### src/ebrwc_params.svh
// constants for the external bus ready wait control block
`ifndef EBRWC_PARAMS_SVH
`define EBRWC_PARAMS_SVH
`define EBRWC_CLK_PERIOD_NS   50
`define EBRWC_AB_MIN          3'h1
`define EBRWC_CNT_ZERO        6'h00
`define EBRWC_CNT_ONE         6'h01
`define EBRWC_DATA_ZERO       16'h0000
`define EBRWC_ADDR_ZERO       24'h000000
`endif

### src/ebrwc_pkg.sv
// types for the external bus ready wait control block
`default_nettype none
package ebrwc_pkg;
  typedef enum logic [2:0] {
    EBRWC_IDLE,
    EBRWC_ADDR,
    EBRWC_CMD,
    EBRWC_WSETUP,
    EBRWC_ACCESS,
    EBRWC_HOLD
  } ebrwc_state_t;

  // per chip-select phase programming
  typedef struct packed {
    logic [2:0] addrSetup;   // 1..5
    logic [1:0] cmdDelay;    // 0..3
    logic       wrSetup;     // 0..1
    logic [5:0] accessLen;   // 1..32
    logic [1:0] holdLen;     // 0..3
    logic       readyEn;
    logic       readyAsync;
    logic       readyActHigh;
  } ebrwc_timing_t;

  typedef struct packed {
    logic        write;
    logic [23:0] addr;
    logic [15:0] wdata;
    logic        highByte;
  } ebrwc_req_t;
endpackage
`default_nettype wire

### src/ebrwc_bus_ctrl.sv
// external bus cycle sequencer with ready-controlled access phase
// How it works
// RULE1: read data latched on the edge that ends read strobe and moves address.
// RULE2: captured data comes from the latch, unaffected by early address moves.
// RULE3: external module may drop data after strobe rises; nothing samples later.
// RULE4: readyActHigh selects active high or active low ready.
// RULE5: sync mode samples ready pin directly; module drives it on reference clock.
// RULE6: async mode routes ready through a synchroniser, adding two wait states.
// RULE7: async ready must stay active one clock period plus setup.
// RULE8: module may drop ready after the acknowledged strobe rises.
// RULE9: module removes ready before next ready cycle's first sample point.
// RULE10: inactive ready at sample point inserts one wait state, sample again.
// RULE11: active ready at sample point ends access phase.
// RULE12: async sample point is two cycles later than sync.
// RULE13: programmed access waits complete before ready is looked at.
// RULE14: each cycle runs address, command delay, write setup, access, hold.
// RULE15: only the access phase stretches with ready.
// RULE16: reference clock output follows the system clock.
// RULE17: async ready uses two flops then polarity correction.
// RULE18: after reset idle, strobes inactive, counter cleared.
`include "ebrwc_params.svh"
`timescale 1ns/100ps
`default_nettype none
module ebrwc_bus_ctrl
  import ebrwc_pkg::*;
(
  input  wire logic          mclk,
  input  wire logic          srst,
  input  wire ebrwc_timing_t timingCfg,
  input  wire logic          reqValid,
  input  wire ebrwc_req_t    req,
  input  wire logic          readyPin,
  input  wire logic [15:0]   dataIn,
  output var  logic          reqReady,
  output var  logic          busRefClkEn,
  output var  logic          rdStrobeN,
  output var  logic          wrStrobeN,
  output var  logic          csN,
  output var  logic          highByteEnableN,
  output var  logic [23:0]   addrOut,
  output var  logic [15:0]   dataOut,
  output var  logic          dataOutEn,
  output var  logic [15:0]   readData,
  output var  logic          doneValid,
  output var  logic          waitActive
);
  ebrwc_state_t  state;
  ebrwc_timing_t cfg;
  ebrwc_req_t    cur;
  logic [5:0]    phaseCnt;
  logic [5:0]    next_phaseCnt;
  logic          readySync;
  logic          readySample;
  logic          accessDone;

  ebrwc_ready_sync uSync (
    .mclk       (mclk),
    .srst       (srst),
    .readyPin   (readyPin),
    .activeHigh (cfg.readyActHigh),
    .readySync  (readySync)
  );

  // sync path samples pin directly for the shortest cycle
  always_comb begin
    if (cfg.readyAsync)
      readySample = readySync; // RULE6 RULE12
    else
      readySample = cfg.readyActHigh ? readyPin : ~readyPin; // RULE4 RULE5
  end

  // mandatory waits first, then ready decides
  always_comb begin
    accessDone = 1'b0;
    if (phaseCnt <= `EBRWC_CNT_ONE) begin // RULE13
      if (!cfg.readyEn)
        accessDone = 1'b1;
      else
        accessDone = readySample; // RULE10 RULE11 RULE15
    end
  end

  always_comb begin
    next_phaseCnt = (phaseCnt > `EBRWC_CNT_ONE) ? phaseCnt - `EBRWC_CNT_ONE : `EBRWC_CNT_ZERO;
  end

  // phase sequencing
  always_ff @(posedge mclk) begin
    if (srst) begin
      state    <= EBRWC_IDLE; // RULE18
      phaseCnt <= `EBRWC_CNT_ZERO;
      cfg      <= '0;
      cur      <= '0;
    end else begin
      case (state)
        EBRWC_IDLE: begin
          if (reqValid) begin
            cfg      <= timingCfg;
            cur      <= req;
            state    <= EBRWC_ADDR; // RULE14
            phaseCnt <= {3'h0, (timingCfg.addrSetup < `EBRWC_AB_MIN) ?
                         `EBRWC_AB_MIN : timingCfg.addrSetup};
          end
        end
        EBRWC_ADDR: begin
          if (phaseCnt <= `EBRWC_CNT_ONE) begin
            state    <= EBRWC_CMD;
            phaseCnt <= {4'h0, cfg.cmdDelay};
          end else
            phaseCnt <= next_phaseCnt;
        end
        EBRWC_CMD: begin
          if (phaseCnt == `EBRWC_CNT_ZERO || phaseCnt == `EBRWC_CNT_ONE) begin
            state    <= EBRWC_WSETUP;
            phaseCnt <= {5'h00, cfg.wrSetup};
          end else
            phaseCnt <= next_phaseCnt;
        end
        EBRWC_WSETUP: begin
          if (phaseCnt <= `EBRWC_CNT_ONE) begin
            state    <= EBRWC_ACCESS;
            phaseCnt <= cfg.accessLen;
          end else
            phaseCnt <= next_phaseCnt;
        end
        EBRWC_ACCESS: begin
          if (accessDone) begin // RULE11
            state    <= EBRWC_HOLD;
            phaseCnt <= {4'h0, cfg.holdLen};
          end else
            phaseCnt <= next_phaseCnt; // RULE10
        end
        EBRWC_HOLD: begin
          if (phaseCnt <= `EBRWC_CNT_ONE) begin
            state    <= EBRWC_IDLE;
            phaseCnt <= `EBRWC_CNT_ZERO;
          end else
            phaseCnt <= next_phaseCnt;
        end
        default: state <= EBRWC_IDLE;
      endcase
    end
  end

  // strobes, address and chip select
  always_ff @(posedge mclk) begin
    if (srst) begin
      rdStrobeN       <= 1'b1; // RULE18
      wrStrobeN       <= 1'b1;
      csN             <= 1'b1;
      highByteEnableN <= 1'b1;
      addrOut         <= `EBRWC_ADDR_ZERO;
      dataOut         <= `EBRWC_DATA_ZERO;
      dataOutEn       <= 1'b0;
    end else begin
      if (state == EBRWC_IDLE && reqValid) begin
        csN             <= 1'b0;
        addrOut         <= req.addr;
        highByteEnableN <= ~req.highByte;
        dataOut         <= req.wdata;
        dataOutEn       <= req.write;
      end
      if (state == EBRWC_CMD && phaseCnt <= `EBRWC_CNT_ONE) begin
        rdStrobeN <= cur.write;
        wrStrobeN <= ~cur.write;
      end
      // strobe rise and address release share this edge with the capture
      if (state == EBRWC_ACCESS && accessDone) begin
        rdStrobeN <= 1'b1; // RULE1
        wrStrobeN <= 1'b1;
        if (!cur.write)
          addrOut <= `EBRWC_ADDR_ZERO; // RULE1
      end
      if (state == EBRWC_HOLD && phaseCnt <= `EBRWC_CNT_ONE) begin
        csN             <= 1'b1;
        highByteEnableN <= 1'b1;
        dataOutEn       <= 1'b0;
      end
    end
  end

  // read capture only at strobe end; bus is never looked at after
  always_ff @(posedge mclk) begin
    if (srst) begin
      readData  <= `EBRWC_DATA_ZERO;
      doneValid <= 1'b0;
    end else begin
      doneValid <= 1'b0;
      if (state == EBRWC_ACCESS && accessDone) begin
        doneValid <= 1'b1;
        if (!cur.write)
          readData <= dataIn; // RULE1 RULE2 RULE3
      end
    end
  end

  // status and handshake outputs
  always_ff @(posedge mclk) begin
    if (srst) begin
      reqReady    <= 1'b0;
      waitActive  <= 1'b0;
      busRefClkEn <= 1'b0;
    end else begin
      reqReady    <= (state == EBRWC_IDLE) && !reqValid;
      waitActive  <= (state == EBRWC_ACCESS) && !accessDone;
      busRefClkEn <= 1'b1; // RULE16
    end
  end

  a_access_gate: assert property (@(posedge mclk) disable iff (srst) // RULE13
    (state == EBRWC_ACCESS && phaseCnt > `EBRWC_CNT_ONE) |=> state == EBRWC_ACCESS)
    else $error("access left before mandatory waits");
  a_ready_ends: assert property (@(posedge mclk) disable iff (srst) // RULE11
    (state == EBRWC_ACCESS && phaseCnt <= `EBRWC_CNT_ONE && cfg.readyEn && readySample)
    |=> state == EBRWC_HOLD && rdStrobeN && wrStrobeN)
    else $error("ready did not end access");
  a_not_ready_wait: assert property (@(posedge mclk) disable iff (srst) // RULE10
    (state == EBRWC_ACCESS && cfg.readyEn && !readySample) |=> state == EBRWC_ACCESS)
    else $error("wait state not inserted");
  a_read_capture: assert property (@(posedge mclk) disable iff (srst) // RULE1
    (state == EBRWC_ACCESS && accessDone && !cur.write) |=> readData == $past(dataIn))
    else $error("read data not latched at strobe end");
  a_data_stable: assert property (@(posedge mclk) disable iff (srst) // RULE2
    (state != EBRWC_ACCESS) |=> $stable(readData))
    else $error("read data changed outside capture");
  // async sample must be the pin as it stood two edges back
  a_async_path: assert property (@(posedge mclk) disable iff (srst) // RULE6 RULE17
    (cfg.readyAsync && state == EBRWC_ACCESS)
    |-> readySample == ($past(readyPin, 2) ~^ cfg.readyActHigh))
    else $error("async ready bypassed synchroniser");
  a_polarity_sync: assert property (@(posedge mclk) disable iff (srst) // RULE4
    (!cfg.readyAsync) |-> readySample == (readyPin ~^ cfg.readyActHigh))
    else $error("ready polarity wrong");
  a_reset_idle: assert property (@(posedge mclk) // RULE18
    srst |=> state == EBRWC_IDLE && rdStrobeN && wrStrobeN && phaseCnt == `EBRWC_CNT_ZERO)
    else $error("not idle after reset");
endmodule // ebrwc_bus_ctrl
`default_nettype wire

### src/ebrwc_ready_sync.sv
// two-flop ready synchroniser with polarity correction
`timescale 1ns/100ps
`default_nettype none
module ebrwc_ready_sync (
  input  wire logic mclk,
  input  wire logic srst,
  input  wire logic readyPin,
  input  wire logic activeHigh,
  output var  logic readySync
);
  logic stage1;
  logic stage2;

  always_ff @(posedge mclk) begin
    if (srst) begin
      stage1 <= 1'b0;
      stage2 <= 1'b0;
    end else begin
      stage1 <= readyPin; // RULE17
      stage2 <= stage1;
    end
  end

  // polarity applied after the chain, so stage1 feeds only stage2
  always_comb begin
    readySync = activeHigh ? stage2 : ~stage2; // RULE17
  end
endmodule // ebrwc_ready_sync
`default_nettype wire

### config.mk
export PLATFORM = sky130hd
export DESIGN_NAME = ebrwc_bus_ctrl
export DESIGN_NICKNAME = d
export VERILOG_FILES = /design/src/ebrwc_pkg.sv /design/src/ebrwc_bus_ctrl.sv /design/src/ebrwc_ready_sync.sv
export VERILOG_INCLUDE_DIRS = /design/src
export SDC_FILE = /design/constraint.sdc
export NUM_CORES = 1
export LEC_CHECK = 0
export BUFFER_PORTS_ARGS = -buffer_cell sky130_fd_sc_hd__buf_2
export CORE_AREA = 2 2 95 97
export DETAILED_ROUTE_END_ITERATION = 10
export DIE_AREA = 0 0 97 99
export GPL_ROUTABILITY_DRIVEN = 0
export PLACE_DENSITY = 0.85
export SYNTH_ARGS = -nofsm -noshare
export SYNTH_HDL_FRONTEND = slang
export SYNTH_SLANG_ARGS = --single-unit
### constraint.sdc
create_clock -name mclk -period 1.9 [get_ports mclk]
set_clock_uncertainty 0.05 [all_clocks]
set_input_delay 0.285 -clock mclk [delete_from_list [all_inputs] [get_ports mclk]]
set_output_delay 0.285 -clock mclk [all_outputs]
set_load 0.02 [all_outputs]
### Yosys cells after proc, flatten, opt, wreduce, memory -nomap -nowiden

Index checks and enable logic that the tools add are counted.
Widths: inputs -> output; s select.

| storage, ports and cells | value |
|---|---|
| register bits | 91 |
| latch bits | 0 |
| memory bits (writable) | 0 |
| ROM bits | 0 |
| word-level logic and storage cells | 88 |
| memories kept | 0 |

| operators by class | value |
|---|---|
| add/subtract/negate cells | 1 |
| $mul | 0 |
| divide/modulo/power cells | 0 |
| magnitude comparators | 3 |
| equal/unequal tests | 12 |
| shifts and indexed selects | 0 |
| mux-type cells | 26 |
| bitwise operators | 4 |
| reduce and logical (&&, ||, !) cells | 18 |

Operator list:

| kind | number |
|---|---|
| $mux 24 | 3 |
| $mux 6 | 7 |
| $pmux 6 s6 | 1 |
| $mux 3 | 7 |
| $pmux 3 s6 | 1 |
| $ne 2x2->1 const B | 6 |
| $mux 1 | 7 |
| $eq 3x2->1 const B | 2 |
| $eq 3x3->1 const B | 2 |
| $eq 6x1->1 const B | 1 |
| $gt 6x1->1 const B | 1 |
| $le 6x1->1 const B | 1 |
| $logic_and 1x1->1 | 6 |
| $logic_not 6->1 | 1 |
| $reduce_and 2->1 | 3 |
| $reduce_and 6->1 | 1 |
| $reduce_bool 6->1 | 1 |
| $sub 6x1->6 const B | 1 |
| $not 1->1 | 4 |
| $reduce_or 2->1 | 2 |
| $eq 3x1->1 const B | 1 |
| $logic_not 3->1 | 1 |
| $lt 3x1->1 const B | 1 |
| $logic_not 1->1 | 2 |
| $logic_or 1x1->1 | 1 |

### Longest topological paths before layout

| depth | value |
|---|---|
| depth after elaboration | 7 |
| gate-level depth with buffers | 7 |
| mapped depth without buffers | 6 |

### Hierarchy

A second synthesis with hierarchy kept.

| second synthesis, totals | value |
|---|---|
| cell total of the unflattened synthesis | 441 |
| area total of the unflattened synthesis | 3727.3 um2 |

Modules (own cells, without submodules):

| module | instances | cells each | area each (um2) | sequential area each (um2) |
|---|---|---|---|---|
| ebrwc_bus_ctrl | 1 | 436 | 3666.0 | 1781.7 |
| ebrwc_ready_sync | 1 | 5 | 61.3 | 40.0 |

### Worst setup path after synthesis

OpenSTA, ideal clock, no wires.

| timing path | value |
|---|---|
| kind | register to register |
| start | register phaseCnt[0] |
| end | register phaseCnt[1] |
| setup time | 131 ps |
| data arrival time | 1647 ps |
| data required time | 1719 ps |
| path slack | 72 ps |
| cell stages (with the launch flop) | 8 |
| buffers on the path | 1 |
| clock period less this slack | 1828 ps |
| cell sequence | dfxtp_1 > inv_1 > ha_1 > o21bai_1 > nor2_1 > buf_4 > a41oi_1 > o211ai_1 |

| between the ends | value |
|---|---|
| cells in the longest elaborated chain, start to end | 4 |
| elaborated cells between the ends (all ways) | 14 |

Ends and longest elaborated chain:

| what | line | text |
|---|---|---|
| from (decl) | ebrwc_bus_ctrl.sv:50 | `logic [5:0] phaseCnt;` |
| from (signal assigned) | ebrwc_bus_ctrl.sv:91 | `` phaseCnt <= `EBRWC_CNT_ZERO; `` |
| from (signal assigned) | ebrwc_bus_ctrl.sv:101 | `` phaseCnt <= {3'h0, (timingCfg.addrSetup < `EBRWC_AB_MIN) ? `` |
| from (signal assigned) | ebrwc_bus_ctrl.sv:108 | `phaseCnt <= {4'h0, cfg.cmdDelay};` |
| $sub 6x1->6 (no source line), or another cell as far along | n/a |  |
| $mux 6 (no source line), or another cell as far along | n/a |  |
| $mux 6 (on tied branches) | n/a |  |
| $pmux 6 s6 * | ebrwc_bus_ctrl.sv:95 | `case (state)` |

Every way passes the cells marked *; elsewhere a longest branch is shown, timed or not.
A chain may end at the register's enable or synchronous reset.

### Worst setup path after layout

| timing path | value |
|---|---|
| start | register state[0] |
| end | register phaseCnt[3] |

| between the ends | value |
|---|---|
| cells in the longest elaborated chain, start to end | 3 |
| elaborated cells between the ends (all ways) | 10 |

Ends and longest elaborated chain:

| what | line | text |
|---|---|---|
| from (decl) | ebrwc_bus_ctrl.sv:47 | `ebrwc_state_t state;` |
| from (signal assigned) | ebrwc_bus_ctrl.sv:90 | `state <= EBRWC_IDLE;` |
| from (signal assigned) | ebrwc_bus_ctrl.sv:100 | `state <= EBRWC_ADDR;` |
| from (signal assigned) | ebrwc_bus_ctrl.sv:107 | `state <= EBRWC_CMD;` |
| $eq 3x2->1, or another cell as far along | ebrwc_bus_ctrl.sv:95 |  |
| $reduce_bool 6->1 (no source line) / $ne 2x2->1 (equally long branches) | n/a |  |
| $reduce_and 2->1 (no source line) | n/a |  |

Several ways; a longest one is shown, not always the timed one.

==> results.cfg <==
[flow_run]
maxCapViolations = 0

[detailed_routing]
drt_iter0_markers = 196
vias = 3668
drtAntennaViolNets = 0
vias_per_cell = 5.23
drc_errors = 0
routedWlPerCell_um = 14.3
routed_wirelength_um = 10100
dr.pass1.iters = 5

[die]
core_sq_mm = 0.00855
die_width_um = 97
initial_utilization = 0.428
die-area_sq_mm = 0.00960
die_h_um = 99
pin_count = 144
placementRows = 34

[global_routing]
grt_pass1_vias = 3604
grt_overflow = 0
antenna_found_initial = 0
grtUsageTotal = 0.206
grt_pass1_wl_um = 16400
grt_max_degree = 60

[min_path]
min_path_cells = 3
min_from = timingCfg[3]
whs_endpoint = cfg[3]
min_path_type = in2reg

[logic_synthesis]
synth_cells = 447
async_flop_share = 0
synth_fp_nets = 528
syn_area_per_cell_sq_um = 8.18
yosys-top-cells-area = dfxtp_1 50%, nand2_1 13%, a21oi_1 10%
synth_edf_count = 0
synth.most_common_cell = nand2_1
yosysSeqAreaShare = 0.498
ys_seq_elements = 91
synth-main-ff-cell = dfxtp_1
ys_types = 48
synth_area_leader_cell = dfxtp_1
yosysWarnings = 0
synth_top_area_frac = 0.498
synth_common_cells = 128 x nand2_1, 91 x dfxtp_1, 76 x a21oi_1
syn_area_sq_mm = 0.00366

[cells_and_area]
finalNonFillerCells = 701
fill_cells = 775
drive_above_1_share = 0.326
syn_to_final_growth_pct = 31.7
layout.nets = 669

[worst_setup_path]
cp-end-kind = flip-flop
worstReg2RegEnd = phaseCnt[3]
cp_slowest_cell = dfxtp_1
r2r_setup_slack_ps = 100
worstSetupPathType = reg2reg
timing.rr.start = state[0]
crit_family = compound AO/OA/AOI/OAI gates
crit_fanout = 14
worstPathCellList = nor3_1 -> buf_4 -> a211o_1 -> o32ai_1 -> o2bb2ai_1
worstPathRequired_ps = 2140
cpPeakStageDelay_ps = 630
path_buf_inv = 1
cp.arrival_ps = 2040
start_kind = flip-flop
r2r_cells = 5

[place]
portBuffers = 143
dp_cells = 685
hpwlAfterDp_um = 7180
post-place-ws_ps = 126

[clocking]
cts_tree = done
path_clk_slew_ps = 90
cts-root-buf = clkbuf_8
cts_hold_buf = 0
cts_buffers = 9
clock-sinks = 91
insertion_delay_ps = 350
cts_buffer_depth = 2
h-tree-depth = 3

[sta]
fin_tns_setup_ps = 0
setup_viol = 0
finalCritPeriodShare = 0.949
fin_crit_ps = 1800
rsz0062_at_grt = false
relSlewSlack = 0.684
setup_ws_ps = 97.5
worstMarginPinSlew_ps = 474
finalHoldViolCount = 0
fin_hold_ws_ps = 112
fmax_ghz = 0.555
slew_violations = 0

[power_and_ir_drop]
p_per_area_mw_per_mm2 = 1390
p_leak_uw = 0.00213
ir_drop_uv = 491

[status]
status = finished clean
layout make-up:
type,instances,area [sq um],share of cell area
well taps,108,135,0.0281
clock inverters,5,110,0.0229
multi-input cells,318,1660,0.345
flip-flops and latches,91,1820,0.379
repair buffers,163,928,0.193
diodes,1,2.50,0.000520
inverters,5,18.8,0.00390
clock buffers,10,138,0.0286
tightest hold or removal path, stage by stage:
cell and delay [ps]:
buf_2 90, nand2_1 50, a21oi_1 50
timing repair:
item / in CTS / in global routing
resized for setup: 0 / 3
setup buffers: 0 / 0
endpoints found under the hold margin: 0 / 0
endpoints found under the setup margin: 0 / 7
sequential cells by signal (all words and copies together), names as in the netlist:
signal and count:
addrOut 24, dataOut 16, readData 16, cfg 14
phaseCnt 6, state 3, busRefClkEn 1, csN 1
cur 1, dataOutEn 1, doneValid 1, highByteEnableN 1
rdStrobeN 1, reqReady 1, uSync.stage1 1, uSync.stage2 1
waitActive 1, wrStrobeN 1
worst max path at each step:
stage	startpoint	endpoint	slack (ps)	cells after the start
CTS	phaseCnt[0]	phaseCnt[4]	80	6
finish	state[0]	phaseCnt[3]	100	5
global placement	state[0]	phaseCnt[0]	220	4
global route	state[0]	readData[1]	20	5
detailed placement	phaseCnt[0]	phaseCnt[4]	130	6
floorplan	phaseCnt[0]	phaseCnt[1]	70	7
logic make-up (layout without fill, tap and decap cells):
group | after synthesis | in the layout | share of synthesized area
and+or+nand+nor | 186 | 186 | 0.231
AOI/OAI and AO/OA | 120 | 120 | 0.185
DFF | 91 | 91 | 0.498
buffers and inverters | 38 | 183 | 0.0520
muxes | 7 | 7 | 0.0198
xor gates and xnor gates | 3 | 3 | 0.00719
adders and majority gates | 2 | 2 | 0.00684
other | 0 | 1 | 0
through the flow:
stage / total power, uW / area (sq um) / util
floorplan: 4220 / 3660 / -
global placement: 4960 / 4560 / 0.533
detailed placement: 5060 / 4560 / 0.533
CTS: 6670 / 4800 / 0.562
global route: 7070 / 4810 / 0.563
finish: 6690 / 4820 / 0.563
report_power, final:
group	total [uW]	internal (uW)	leakage, uW	switching (uW)
logic	2570	1010	0.00126	1560
registers	2530	2240	0.000745	285
clock network	1590	914	0.000124	674
total	6690	4170	0.00213	2520
metal layers:
layer / up-vias / share of wire / track usage
met5: - / 0 / 0
met4: 0 / 0.031 / 0.0943
met3: 32 / 0.073 / 0.0511
met2: 165 / 0.49 / 0.348
met1: 1668 / 0.40 / 0.249
li1: 1803 / - / -
cells in the final DEF (no fill, tap or decap), types with 3 or more instances in the layout:
cell and count:
mux2i_1 4, and2_1 3, a21oi_1 76, buf_12 5
buf_4 15, bufinv_16 3, nor2b_1 8, nand4_1 3
a31oi_1 5, dfxtp_1 90, a41oi_1 3, buf_2 143
clkbuf_8 10, inv_1 5, nand3_1 20, nor3_1 6
nor2_1 4, nand2_1 127, o21ai_0 18
Note: power is estimated with default switching activity, not from simulation.
